File: src/rtl/msh_pkg.sv
// Constants and types shared by the multiplier and shifter datapath
package msh_pkg;

   // ----------------------------------------------------------------
   // Datapath widths
   // ----------------------------------------------------------------
   localparam int MSH_COEF_W = 16;
   localparam int MSH_DATA_W = 24;
   localparam int MSH_FULL_W = 40;
   localparam int MSH_PROD_W = 31;
   localparam int MSH_OUT_W = 34;
   localparam int MSH_CNT_W = 5;

   // ----------------------------------------------------------------
   // Field positions inside the 34-bit shifter frame
   // ----------------------------------------------------------------
   localparam int MSH_PROD_LSB = 9;
   localparam int MSH_PROD_EXT = 3;
   localparam int MSH_BUS_EXT = 4;
   localparam int MSH_BUS_PAD = 6;
   localparam int MSH_DP_SHIFT = 15;
   localparam int MSH_DP_TOP = 13;
   localparam int MSH_DP_LOW = 6;
   localparam int MSH_CNT_MSB = 23;

   // ----------------------------------------------------------------
   // Timing and reset values
   // ----------------------------------------------------------------
   localparam int MSH_MUL_LAT = 2;
   localparam logic [MSH_CNT_W-1:0] MSH_CNT_RST = 5'h00;
   localparam logic [MSH_OUT_W-1:0] MSH_OUT_RST = 34'h000000000;

   // Shift operation selected by the microprogram word
   typedef enum logic [1:0]
   {
      MSH_DIRECT,
      MSH_DPL,
      MSH_DPR
   } msh_mode_t;

   // Direct shift code 0..7 maps onto 0,1,2,3,4,6,8,15 positions
   function automatic logic [3:0] msh_amount(input logic [2:0] code);
      logic [3:0] amt;
      amt = 4'h0;
      unique case (code)
         3'h0: amt = 4'h0;
         3'h1: amt = 4'h1;
         3'h2: amt = 4'h2;
         3'h3: amt = 4'h3;
         3'h4: amt = 4'h4;
         3'h5: amt = 4'h6;
         3'h6: amt = 4'h8;
         3'h7: amt = 4'hF;
      endcase
      return amt;
   endfunction : msh_amount

endpackage : msh_pkg

File: src/rtl/msh_mult.sv
// Two-stage signed 24x16 multiplier with one extra sign bit on the result
`timescale 1ns/1ps
module msh_mult
   import msh_pkg::*;
(
   // Clock and reset
   input wire logic ref_clk_i,
   input wire logic resetn_i,
   // Operands
   input wire logic [MSH_DATA_W-1:0] data_op_i,
   input wire logic [MSH_COEF_W-1:0] coef_op_i,
   // Result
   output logic [MSH_PROD_W-1:0] product_o
);

   logic [MSH_DATA_W-1:0] data_q, data_d;
   logic [MSH_COEF_W-1:0] coef_q, coef_d;
   logic [MSH_PROD_W-1:0] prod_q, prod_d;
   logic signed [MSH_FULL_W-1:0] full;

   // ----------------------------------------------------------------
   // Pipeline: operand stage, then product stage
   // ----------------------------------------------------------------
   // Full 40-bit product; its top bit is the headroom copy of the sign
   always_comb
   begin
      data_d = data_op_i;
      coef_d = coef_op_i;
      full = $signed(data_q) * $signed(coef_q);
      prod_d = full[MSH_FULL_W-1:MSH_PROD_LSB];
   end

   // Two registers give the product two edges after the operands
   always_ff @(posedge ref_clk_i or negedge resetn_i)
   begin
      if (!resetn_i)
      begin
         data_q <= '0;
         coef_q <= '0;
         prod_q <= '0;
      end
      else
      begin
         data_q <= data_d;
         coef_q <= coef_d;
         prod_q <= prod_d;
      end
   end

   assign product_o = prod_q;
endmodule : msh_mult

File: src/rtl/msh_top.sv
// Multiplier operand select, barrel shifter and indirect shift count
//
// Overview of operation
// - Multiply signed 24-bit data by 16-bit coefficient, pass 31-bit result on.
// - Coefficient from memory or bus, data from memory or bus, any pairing.
// - Product keeps one extra sign bit so minus one squared fits.
// - Product appears two clock cycles after its operands.
// - 24x31 multiply: high-coefficient product added 15 bits left of low.
// - 45-bit multiply: upper and lower sums formed apart, lower added in.
// - 45x31: high-high upper 24 bits to upper sum, low 15 shifted left.
// - 45x31: cross and low products summed in first accumulator, shifted.
// - 45x31: 34-bit lower sum shifted 15 right, added to upper sum.
// - 45x16: same split, data-low product shifted 6 right, 24+21 bits.
// - Shifter takes product or bus, sign-fills top, zero-fills bottom of bus only, 34 bits.
// - Direct shifts right or left by 0,1,2,3,4,6,8,15; plus indirect.
// - Product path of shifter is 31 bits, one bit of overflow headroom.
// - Left shifts never saturate; large shifts may lose the sign bit.
// - Double-precision left shift: low 15 product bits moved 6 left, rest zero.
// - After that shift, the product's low 6 bits read zero next step.
// - Double-precision right shift: accumulator shifted 15 right, low 6 zero.
// - That right shift always reads first accumulator over a wired path.
// - Indirect count loads from top 5 bus bits, overrides next step once if that step is a direct shift.
// - Indirect count low four bits give right shift 0..15; top bit ignored.
`timescale 1ns/1ps
module msh_top
   import msh_pkg::*;
(
   // Clock and reset
   input wire logic ref_clk_i,
   input wire logic resetn_i,
   // Operand sources
   input wire logic [MSH_COEF_W-1:0] coefficient_memory_i,
   input wire logic [MSH_DATA_W-1:0] data_memory_i,
   input wire logic [MSH_DATA_W-1:0] internal_data_bus_i,
   input wire logic coef_from_bus_i,
   input wire logic data_from_bus_i,
   // Shift control from the microprogram word
   input wire logic bus_data_shift_cmd_i,
   input wire logic shift_left_i,
   input wire logic [2:0] shift_code_i,
   input wire msh_mode_t shift_mode_i,
   input wire logic set_indirect_shift_count_i,
   // Wired path from the first accumulator register
   input wire logic [MSH_OUT_W-1:0] first_accumulator_reg_i,
   // Results
   output logic [MSH_PROD_W-1:0] product_o,
   output logic [MSH_OUT_W-1:0] shift_out_o,
   output logic [MSH_CNT_W-1:0] indirect_count_o
);

   // ----------------------------------------------------------------
   // Operand selection and multiplier
   // ----------------------------------------------------------------
   logic [MSH_COEF_W-1:0] coef_op;
   logic [MSH_DATA_W-1:0] data_op;
   logic [MSH_PROD_W-1:0] product;

   // Bus times bus is legal and gives a square
   always_comb
   begin
      coef_op = coef_from_bus_i ? internal_data_bus_i[MSH_DATA_W-1 -: MSH_COEF_W]
                                : coefficient_memory_i;
      data_op = data_from_bus_i ? internal_data_bus_i : data_memory_i;
   end

   msh_mult msh_mult_i
   (
      .ref_clk_i(ref_clk_i),
      .resetn_i(resetn_i),
      .data_op_i(data_op),
      .coef_op_i(coef_op),
      .product_o(product)
   );

   assign product_o = product;

   // ----------------------------------------------------------------
   // Indirect count and sequencing state
   // ----------------------------------------------------------------
   logic [MSH_CNT_W-1:0] cnt_q, cnt_d;
   logic pend_q, pend_d;
   logic zero_q, zero_d;

   // The count is held, but pend_q lets it steer one step only: a stale count must never steer later shifts
   always_comb
   begin
      cnt_d = cnt_q;
      if (set_indirect_shift_count_i)
      begin
         cnt_d = internal_data_bus_i[MSH_CNT_MSB -: MSH_CNT_W];
      end
      pend_d = set_indirect_shift_count_i;
      zero_d = (shift_mode_i == MSH_DPL);
   end

   always_ff @(posedge ref_clk_i or negedge resetn_i)
   begin
      if (!resetn_i)
      begin
         cnt_q <= MSH_CNT_RST;
         pend_q <= 1'b0;
         zero_q <= 1'b0;
      end
      else
      begin
         cnt_q <= cnt_d;
         pend_q <= pend_d;
         zero_q <= zero_d;
      end
   end

   assign indirect_count_o = cnt_q;

   // ----------------------------------------------------------------
   // Source framing into 34 bits
   // ----------------------------------------------------------------
   logic [MSH_PROD_W-1:0] prod_used;
   logic [MSH_OUT_W-1:0] prod_frame;
   logic [MSH_OUT_W-1:0] bus_frame;
   logic [MSH_OUT_W-1:0] src_frame;

   // Product keeps its headroom bit, so only three copies of sign are added
   always_comb
   begin
      prod_used = product;
      if (zero_q)
      begin
         prod_used[MSH_DP_LOW-1:0] = '0;
      end
      prod_frame = {{MSH_PROD_EXT{prod_used[MSH_PROD_W-1]}}, prod_used};
      bus_frame = {{MSH_BUS_EXT{internal_data_bus_i[MSH_DATA_W-1]}},
                   internal_data_bus_i, {MSH_BUS_PAD{1'b0}}};
      src_frame = bus_data_shift_cmd_i ? bus_frame : prod_frame;
   end

   // ----------------------------------------------------------------
   // Barrel shifter and output register
   // ----------------------------------------------------------------
   logic [MSH_OUT_W-1:0] out_q, out_d;
   logic [3:0] amt;

   // Left shifts simply drop bits off the top; no saturation is applied
   always_comb
   begin
      amt = msh_amount(shift_code_i);
      out_d = src_frame;
      unique case (shift_mode_i)
         MSH_DIRECT:
         begin
            if (pend_q)
            begin
               out_d = MSH_OUT_W'($signed(src_frame) >>> cnt_q[3:0]);
            end
            else if (shift_left_i)
            begin
               out_d = src_frame << amt;
            end
            else
            begin
               out_d = MSH_OUT_W'($signed(src_frame) >>> amt);
            end
         end
         MSH_DPL:
         begin
            out_d = {{MSH_DP_TOP{1'b0}}, product[MSH_DP_SHIFT-1:0],
                     {MSH_DP_LOW{1'b0}}};
         end
         MSH_DPR:
         begin
            // Accumulator is read here whatever register the word names
            out_d = MSH_OUT_W'($signed(first_accumulator_reg_i) >>> MSH_DP_SHIFT);
            out_d[MSH_DP_LOW-1:0] = '0;
         end
         default:
         begin
            out_d = src_frame;
         end
      endcase
   end

   // Registered so the value meets the ALU accumulate of the same line
   always_ff @(posedge ref_clk_i or negedge resetn_i)
   begin
      if (!resetn_i)
      begin
         out_q <= MSH_OUT_RST;
      end
      else
      begin
         out_q <= out_d;
      end
   end

   assign shift_out_o = out_q;

   // ----------------------------------------------------------------
   // Checks
   // ----------------------------------------------------------------
   logic [3:0] bus_cnt_bits;
   logic direct_plain;
   assign bus_cnt_bits = internal_data_bus_i[MSH_CNT_MSB-1 -: 4];
   assign direct_plain = (shift_mode_i == MSH_DIRECT) && !pend_q;
endmodule : msh_top

File: config.mk
export PLATFORM = sky130hd
export DESIGN_NAME = msh_top
export DESIGN_NICKNAME = d
export VERILOG_FILES = /design/src/rtl/msh_pkg.sv /design/src/rtl/msh_mult.sv /design/src/rtl/msh_top.sv
export SDC_FILE = /design/constraint.sdc
export NUM_CORES = 2
export LEC_CHECK = 0
export BUFFER_PORTS_ARGS = -buffer_cell sky130_fd_sc_hd__clkbuf_2
export CAP_MARGIN = 20
export CORE_MARGIN = 1.5
export CORE_UTILIZATION = 40
export DETAILED_ROUTE_END_ITERATION = 10
export GPL_TIMING_DRIVEN = 0
export PLACE_DENSITY_LB_ADDON = 0.1
export REMOVE_ABC_BUFFERS = 1
export SETUP_SLACK_MARGIN = 0.5
export SLEW_MARGIN = 20
export SYNTH_ARGS = -nofsm -noshare
export SYNTH_HDL_FRONTEND = slang
export SYNTH_SLANG_ARGS = --single-unit
File: constraint.sdc
create_clock -name ref_clk_i -period 8.4 [get_ports ref_clk_i]
set_input_delay 0.84 -clock ref_clk_i [delete_from_list [all_inputs] [get_ports ref_clk_i]]
set_output_delay 0.84 -clock ref_clk_i [all_outputs]
set_load 0.01 [all_outputs]
### After elaboration in Yosys (flattened, before gate mapping)

Memories as Yosys holds them, arrays and structs flattened.
Cells that the tools add are included.

* equality and inequality tests: 2
* shifts and indexed selects: 3
* multipliers: 1
* muxes and demuxes: 7
* reduce and logical (&&, ||, !) cells: 1

Operators by type and width (count)
* $mux W34: 3
* $pmux W34 S3: 1
* $sshr A34 B4 Y34: 2
* $mul A24 B16 Y40: 1
* $shl A34 B4 Y34: 1
* $mux W24: 1
* $mux W16: 1
* $mux W6: 1
* $eq A2 B1 Y1 const B: 1
* $eq A2 B2 Y1 const B: 1
* $logic_not A2 Y1: 1

* memories kept: 1
* logic and storage cells: 22
* output and inout port bits: 70
* input bits: 110
* register bits: 112
* ROM bits: 32

Memory list
* (name not given): words 8, width 4, read ports 1, clocked after Yosys merged registers in 0, wr ports 0, RTL line msh_pkg.sv:45 `unique case (code)`

### Depth between registers and ports, before layout

* word-level depth: 6
* gate-level depth with buffers: 25
* depth with buffers taken out: 24

### Hierarchy

From an unflattened synthesis, not the netlist that was laid out.

* cell total of the unflattened synthesis: 2629
* area total of the unflattened synthesis: 23050.9 µm²

Modules (own cells, without submodules)
* msh_mult: instances 1, cells an instance 1586, area each 15237.1 µm², sequential area each 1776.7 µm²
* msh_top: instances 1, cells an instance 1043, area each 7813.7 µm², sequential area each 1026.0 µm²

### Worst setup path after synthesis

Ideal clock, no wire load.

* path kind: reg-to-reg
* from: reg msh_mult_i.data_q[23]
* to: reg msh_mult_i.prod_q[29], in the netlist msh_mult_i.product_o[29]
* data arrival time: 6017 ps
* cell stages (with the launch flop): 24
* slack: 2303 ps
* data required time: 8320 ps
* setup time: 80 ps
* buffers on the path: 1
* clock period less this slack: 6097 ps
* path through: dfrtp_1 -> clkbuf_1 -> nand2_1 -> inv_1 -> fa_1 -> inv_1 -> fa_1 -> inv_1 -> fa_1 -> fa_1 -> fa_1 -> inv_1 -> fa_1 -> inv_1 -> ha_1 -> a21o_1 -> a21o_1 -> a2111oi_0 -> nor3_1 -> a21oi_1 -> o21ai_1 -> a211o_1 -> a21oi_1 -> xnor2_1

* longest elaborated chain between the ends: 1

RTL lines
* from (decl): RTL line msh_mult.sv:16 `logic [MSH_DATA_W-1:0] data_q, data_d;`
* from (signal assigned): RTL line msh_mult.sv:44 `data_q <= data_d;`
* $mul A24 B16 Y40: RTL line msh_mult.sv:29 `full = $signed(data_q) * $signed(coef_q);`
* via msh_mult_i.full[38]: RTL line msh_mult.sv:19 `logic signed [MSH_FULL_W-1:0] full;`
* to (signal assigned): RTL line msh_mult.sv:46 `prod_q <= prod_d;`
* to (decl): RTL line msh_mult.sv:18 `logic [MSH_PROD_W-1:0] prod_q, prod_d;`

The timed path passes the listed nets, and every way through them passes these cells.
A chain may end at the register's enable or synchronous reset.

### Worst setup path in the final report

* from: reg msh_mult_i.coef_q[15]
* to: reg msh_mult_i.prod_q[23], in the netlist msh_mult_i.product_o[23]

* longest elaborated chain between the ends: 1

RTL lines
* from (decl): RTL line msh_mult.sv:17 `logic [MSH_COEF_W-1:0] coef_q, coef_d;`
* from (signal assigned): RTL line msh_mult.sv:45 `coef_q <= coef_d;`
* $mul A24 B16 Y40: RTL line msh_mult.sv:29
* via msh_mult_i.full[32]: RTL line msh_mult.sv:19

The timed path passes the listed nets, and every way through them passes these cells.

==> out/qor.yml <==
outcome:
  status: "complete, no violations"
clock_tree:
  cts_max_path_buffers: 2
  cts_tree: "yes"
  clk_pin_slew_worst_paths_ps: 90
  cts_sinks: 112
  hold_buffers: 0
  clkLatencyLatePin_ps: 410
  cts_resized: 0
  h-tree-depth: 3
  numCtsBuffers: 9
  post_cts_buffers: 0
  clock-root-buffer: "clkbuf_16"
final_layout:
  design_area_sq_mm: 0.02410
  postLayoutCoreUtil_pct: 43.66
  fillers: 5534
  layout.nets: 3112
  layout-drive-gt1-share_pct: 13.55
  areaGrowthSynthToFinish_pct: 7.881
sta:
  tightest_slew_ps: 1154
  max-slew-margin-rel_pct: 23.09
  fin_crit_sh_pct: 85.62
  drv_slew: 0
  finalSetupTns_ps: 0
  skew_ps: 16.40
  finalHoldViolations: 0
  finalCriticalPeriod_ps: 7192
  setup_viol: 0
  fin_ws_ps: 1208
  fmax_mhz: 139.0
  rsz0062_at_grt: "false"
yosys:
  synthCells: 2499
  async_flop_share_pct: 100.0
  synth_edf_count: 0
  ys_warn_count: 0
  yosys.area.top_type: "fa_1"
  synth.distinct_cells: 81
  seq_area_frac_synth_pct: 12.55
  synth.area.top_cells: "fa_1 (33%), dfrtp_1 (13%), inv_1 (7.4%), nand2_1 (5.5%), ha_1 (5.3%)"
  ys_seq_elements: 112
  yosysTopAreaCellShare_pct: 33.43
  syn_area_per_cell_sq_um: 8.939
  syn-cell-area_sq_mm: 0.02234
  ys.flop_type: "dfrtp_1"
worst_hold_path:
  worstHoldPathType: "in2async"
floorplan:
  initial_core_util_pct: 40.47
  die-height_um: 239.3
  core_area_sq_mm: 0.05520
  rows: 86
  top_level_ports: 180
  dieWidth_um: 239.3
  die_area_sq_mm: 0.05727
global_route:
  grt_usage_pct: 26.92
  antenna_found_initial: 2
  grt_pass1_vias: 19010
  grt_pass1_wl_um: 114800
  grt_max_degree: 63
  overflow: 0
routing:
  post_drt_wl_per_cell_um: 22.78
  via_per_inst: 5.468
  ant_nets: 0
  drc: 0
  first_pass_iters: 6
  wl_um: 74920
  drt_iter0_markers: 1389
  via_count: 17980
worst_setup_path:
  rrSetupSlack_ps: 1210
  timing.setup.critical_path_class: "reg2reg"
  r2r_end: "msh_mult_i.product_o[23]"
  worstRegToRegCells: 19
  cp-start-kind: "flip-flop"
  cp_data_required_time_ps: 8690
  cp.arrival_ps: 7480
  worstPathMaxFanout: 21
  cp-end-kind: "flip-flop"
  timing.rr.start: "msh_mult_i.coef_q[15]"
placed_design:
  place_congestion: 0.9281
  dp_hpwl_um: 56400
  post_dp_cell_area_sq_mm: 0.02376
  place_ws_ps: 1211
  portBuffers: 158
run:
  drv_cap: 0
worst max-delay path: stages, from the launching register on:
cell and delay, ps:
dfrtp_1 590, inv_1 870, nor2_1 150, fa_1 550, fa_1 440, fa_1 520, fa_1 440, fa_1 490
inv_1 50, fa_1 470, inv_1 40, ha_1 370, and3_1 240, nand2_1 100, a2111oi_0 670, o41a_1 290
o21a_1 230, o211a_1 290, a21oi_1 110, xnor2_1 130
cells by family after synthesis:
group,share of synthesized area (%)
simple gates,13.92
buf+inv,10.38
fa+ha+maj,38.75
compound gates,11.06
mux,11.89
flops,12.55
xor+xnor,1.451
cells in the mapped netlist, drive strengths merged (10+ instances only):
cell and n:
fa 373, mux4 18, a211oi 31, clkbuf 107, o21a 14, dfrtp 112
o211ai 20, nand2 330, mux2i 117, and2 154, nor3 12, mux2 90
xnor2 30, nor2 132, ha 95, buf 40, a21o 19, a21oi 112
and3 10, inv 443, o21ai 105
layout make-up:
class                      count  area [sq um]  area share [%]
antenna                        1         2.502         0.01038
clock buffer                   9         225.2          0.9345
clock inverter                 7         107.6          0.4465
inverter                     444          1667           6.916
multi-input combinational   1796         17240           71.55
sequential                   112          2823           11.71
tap                          748         935.9           3.883
timing repair buffer         171          1096           4.548
how the worst max path moves through the flow:
stage	end	start	slack, ps	cells past startpoint
2_1_floorplan	msh_mult_i.product_o[29]	msh_mult_i.coef_q[1]	2300	22
3_3_place_gp	shift_out_o[10]	shift_code_i[1]	420	8
3_5_place_dp	msh_mult_i.product_o[23]	msh_mult_i.coef_q[15]	1210	19
4_1_cts	msh_mult_i.product_o[23]	msh_mult_i.coef_q[15]	1190	19
5_1_grt	msh_mult_i.product_o[23]	msh_mult_i.coef_q[15]	860	19
6_report	msh_mult_i.product_o[23]	msh_mult_i.coef_q[15]	1210	19
metrics by stage:
step / hold WS, ps / std cells
after floorplan: 544.4 / 2352
after global placement: 493.7 / 3258
after detailed placement: 498.7 / 3271
after CTS: 375.1 / 3287
after global routing: 386.0 / 3287
final: 361.5 / 3288
per-layer routing:
layer	part of all wire (%)	global-route usage (%)	vias up	wire length (um)
met5	0	0	-	0
met4	3.4	9.417	0	2579
met3	7.1	5.013	126	5314
met2	47	43.90	699	34930
met1	43	35.82	9167	32090
li1	-	-	7986	-
placed cells by master, fill, tap and decap left out, types with 10 or more instances in the layout:
cell type  count
ha_1          95
o21ai_0       95
and2_1       153
and3_1        10
a21o_1        19
dfrtp_1       96
xnor2_1       30
inv_1        441
a211oi_1      30
nor2_1       131
nand2_1      329
mux2i_1      105
mux4_2        17
dfrtp_2       16
o211ai_1      20
mux2i_2       10
clkbuf_2     155
fa_1         373
mux2_2        89
o21a_1        14
a21oi_1      109
nor3_1        12
flip-flops by register name, summed over array words and instances, names as in the netlist:
name and flops:
zero_q 1, msh_mult_i.coef_q 16, indirect_count_o 5, pend_q 1
msh_mult_i.product_o 31, msh_mult_i.data_q 24, shift_out_o 34
Power is left out: the tool's default activity adds up to more than one toggle a clock period on the data nets, which glitch-free logic cannot reach.
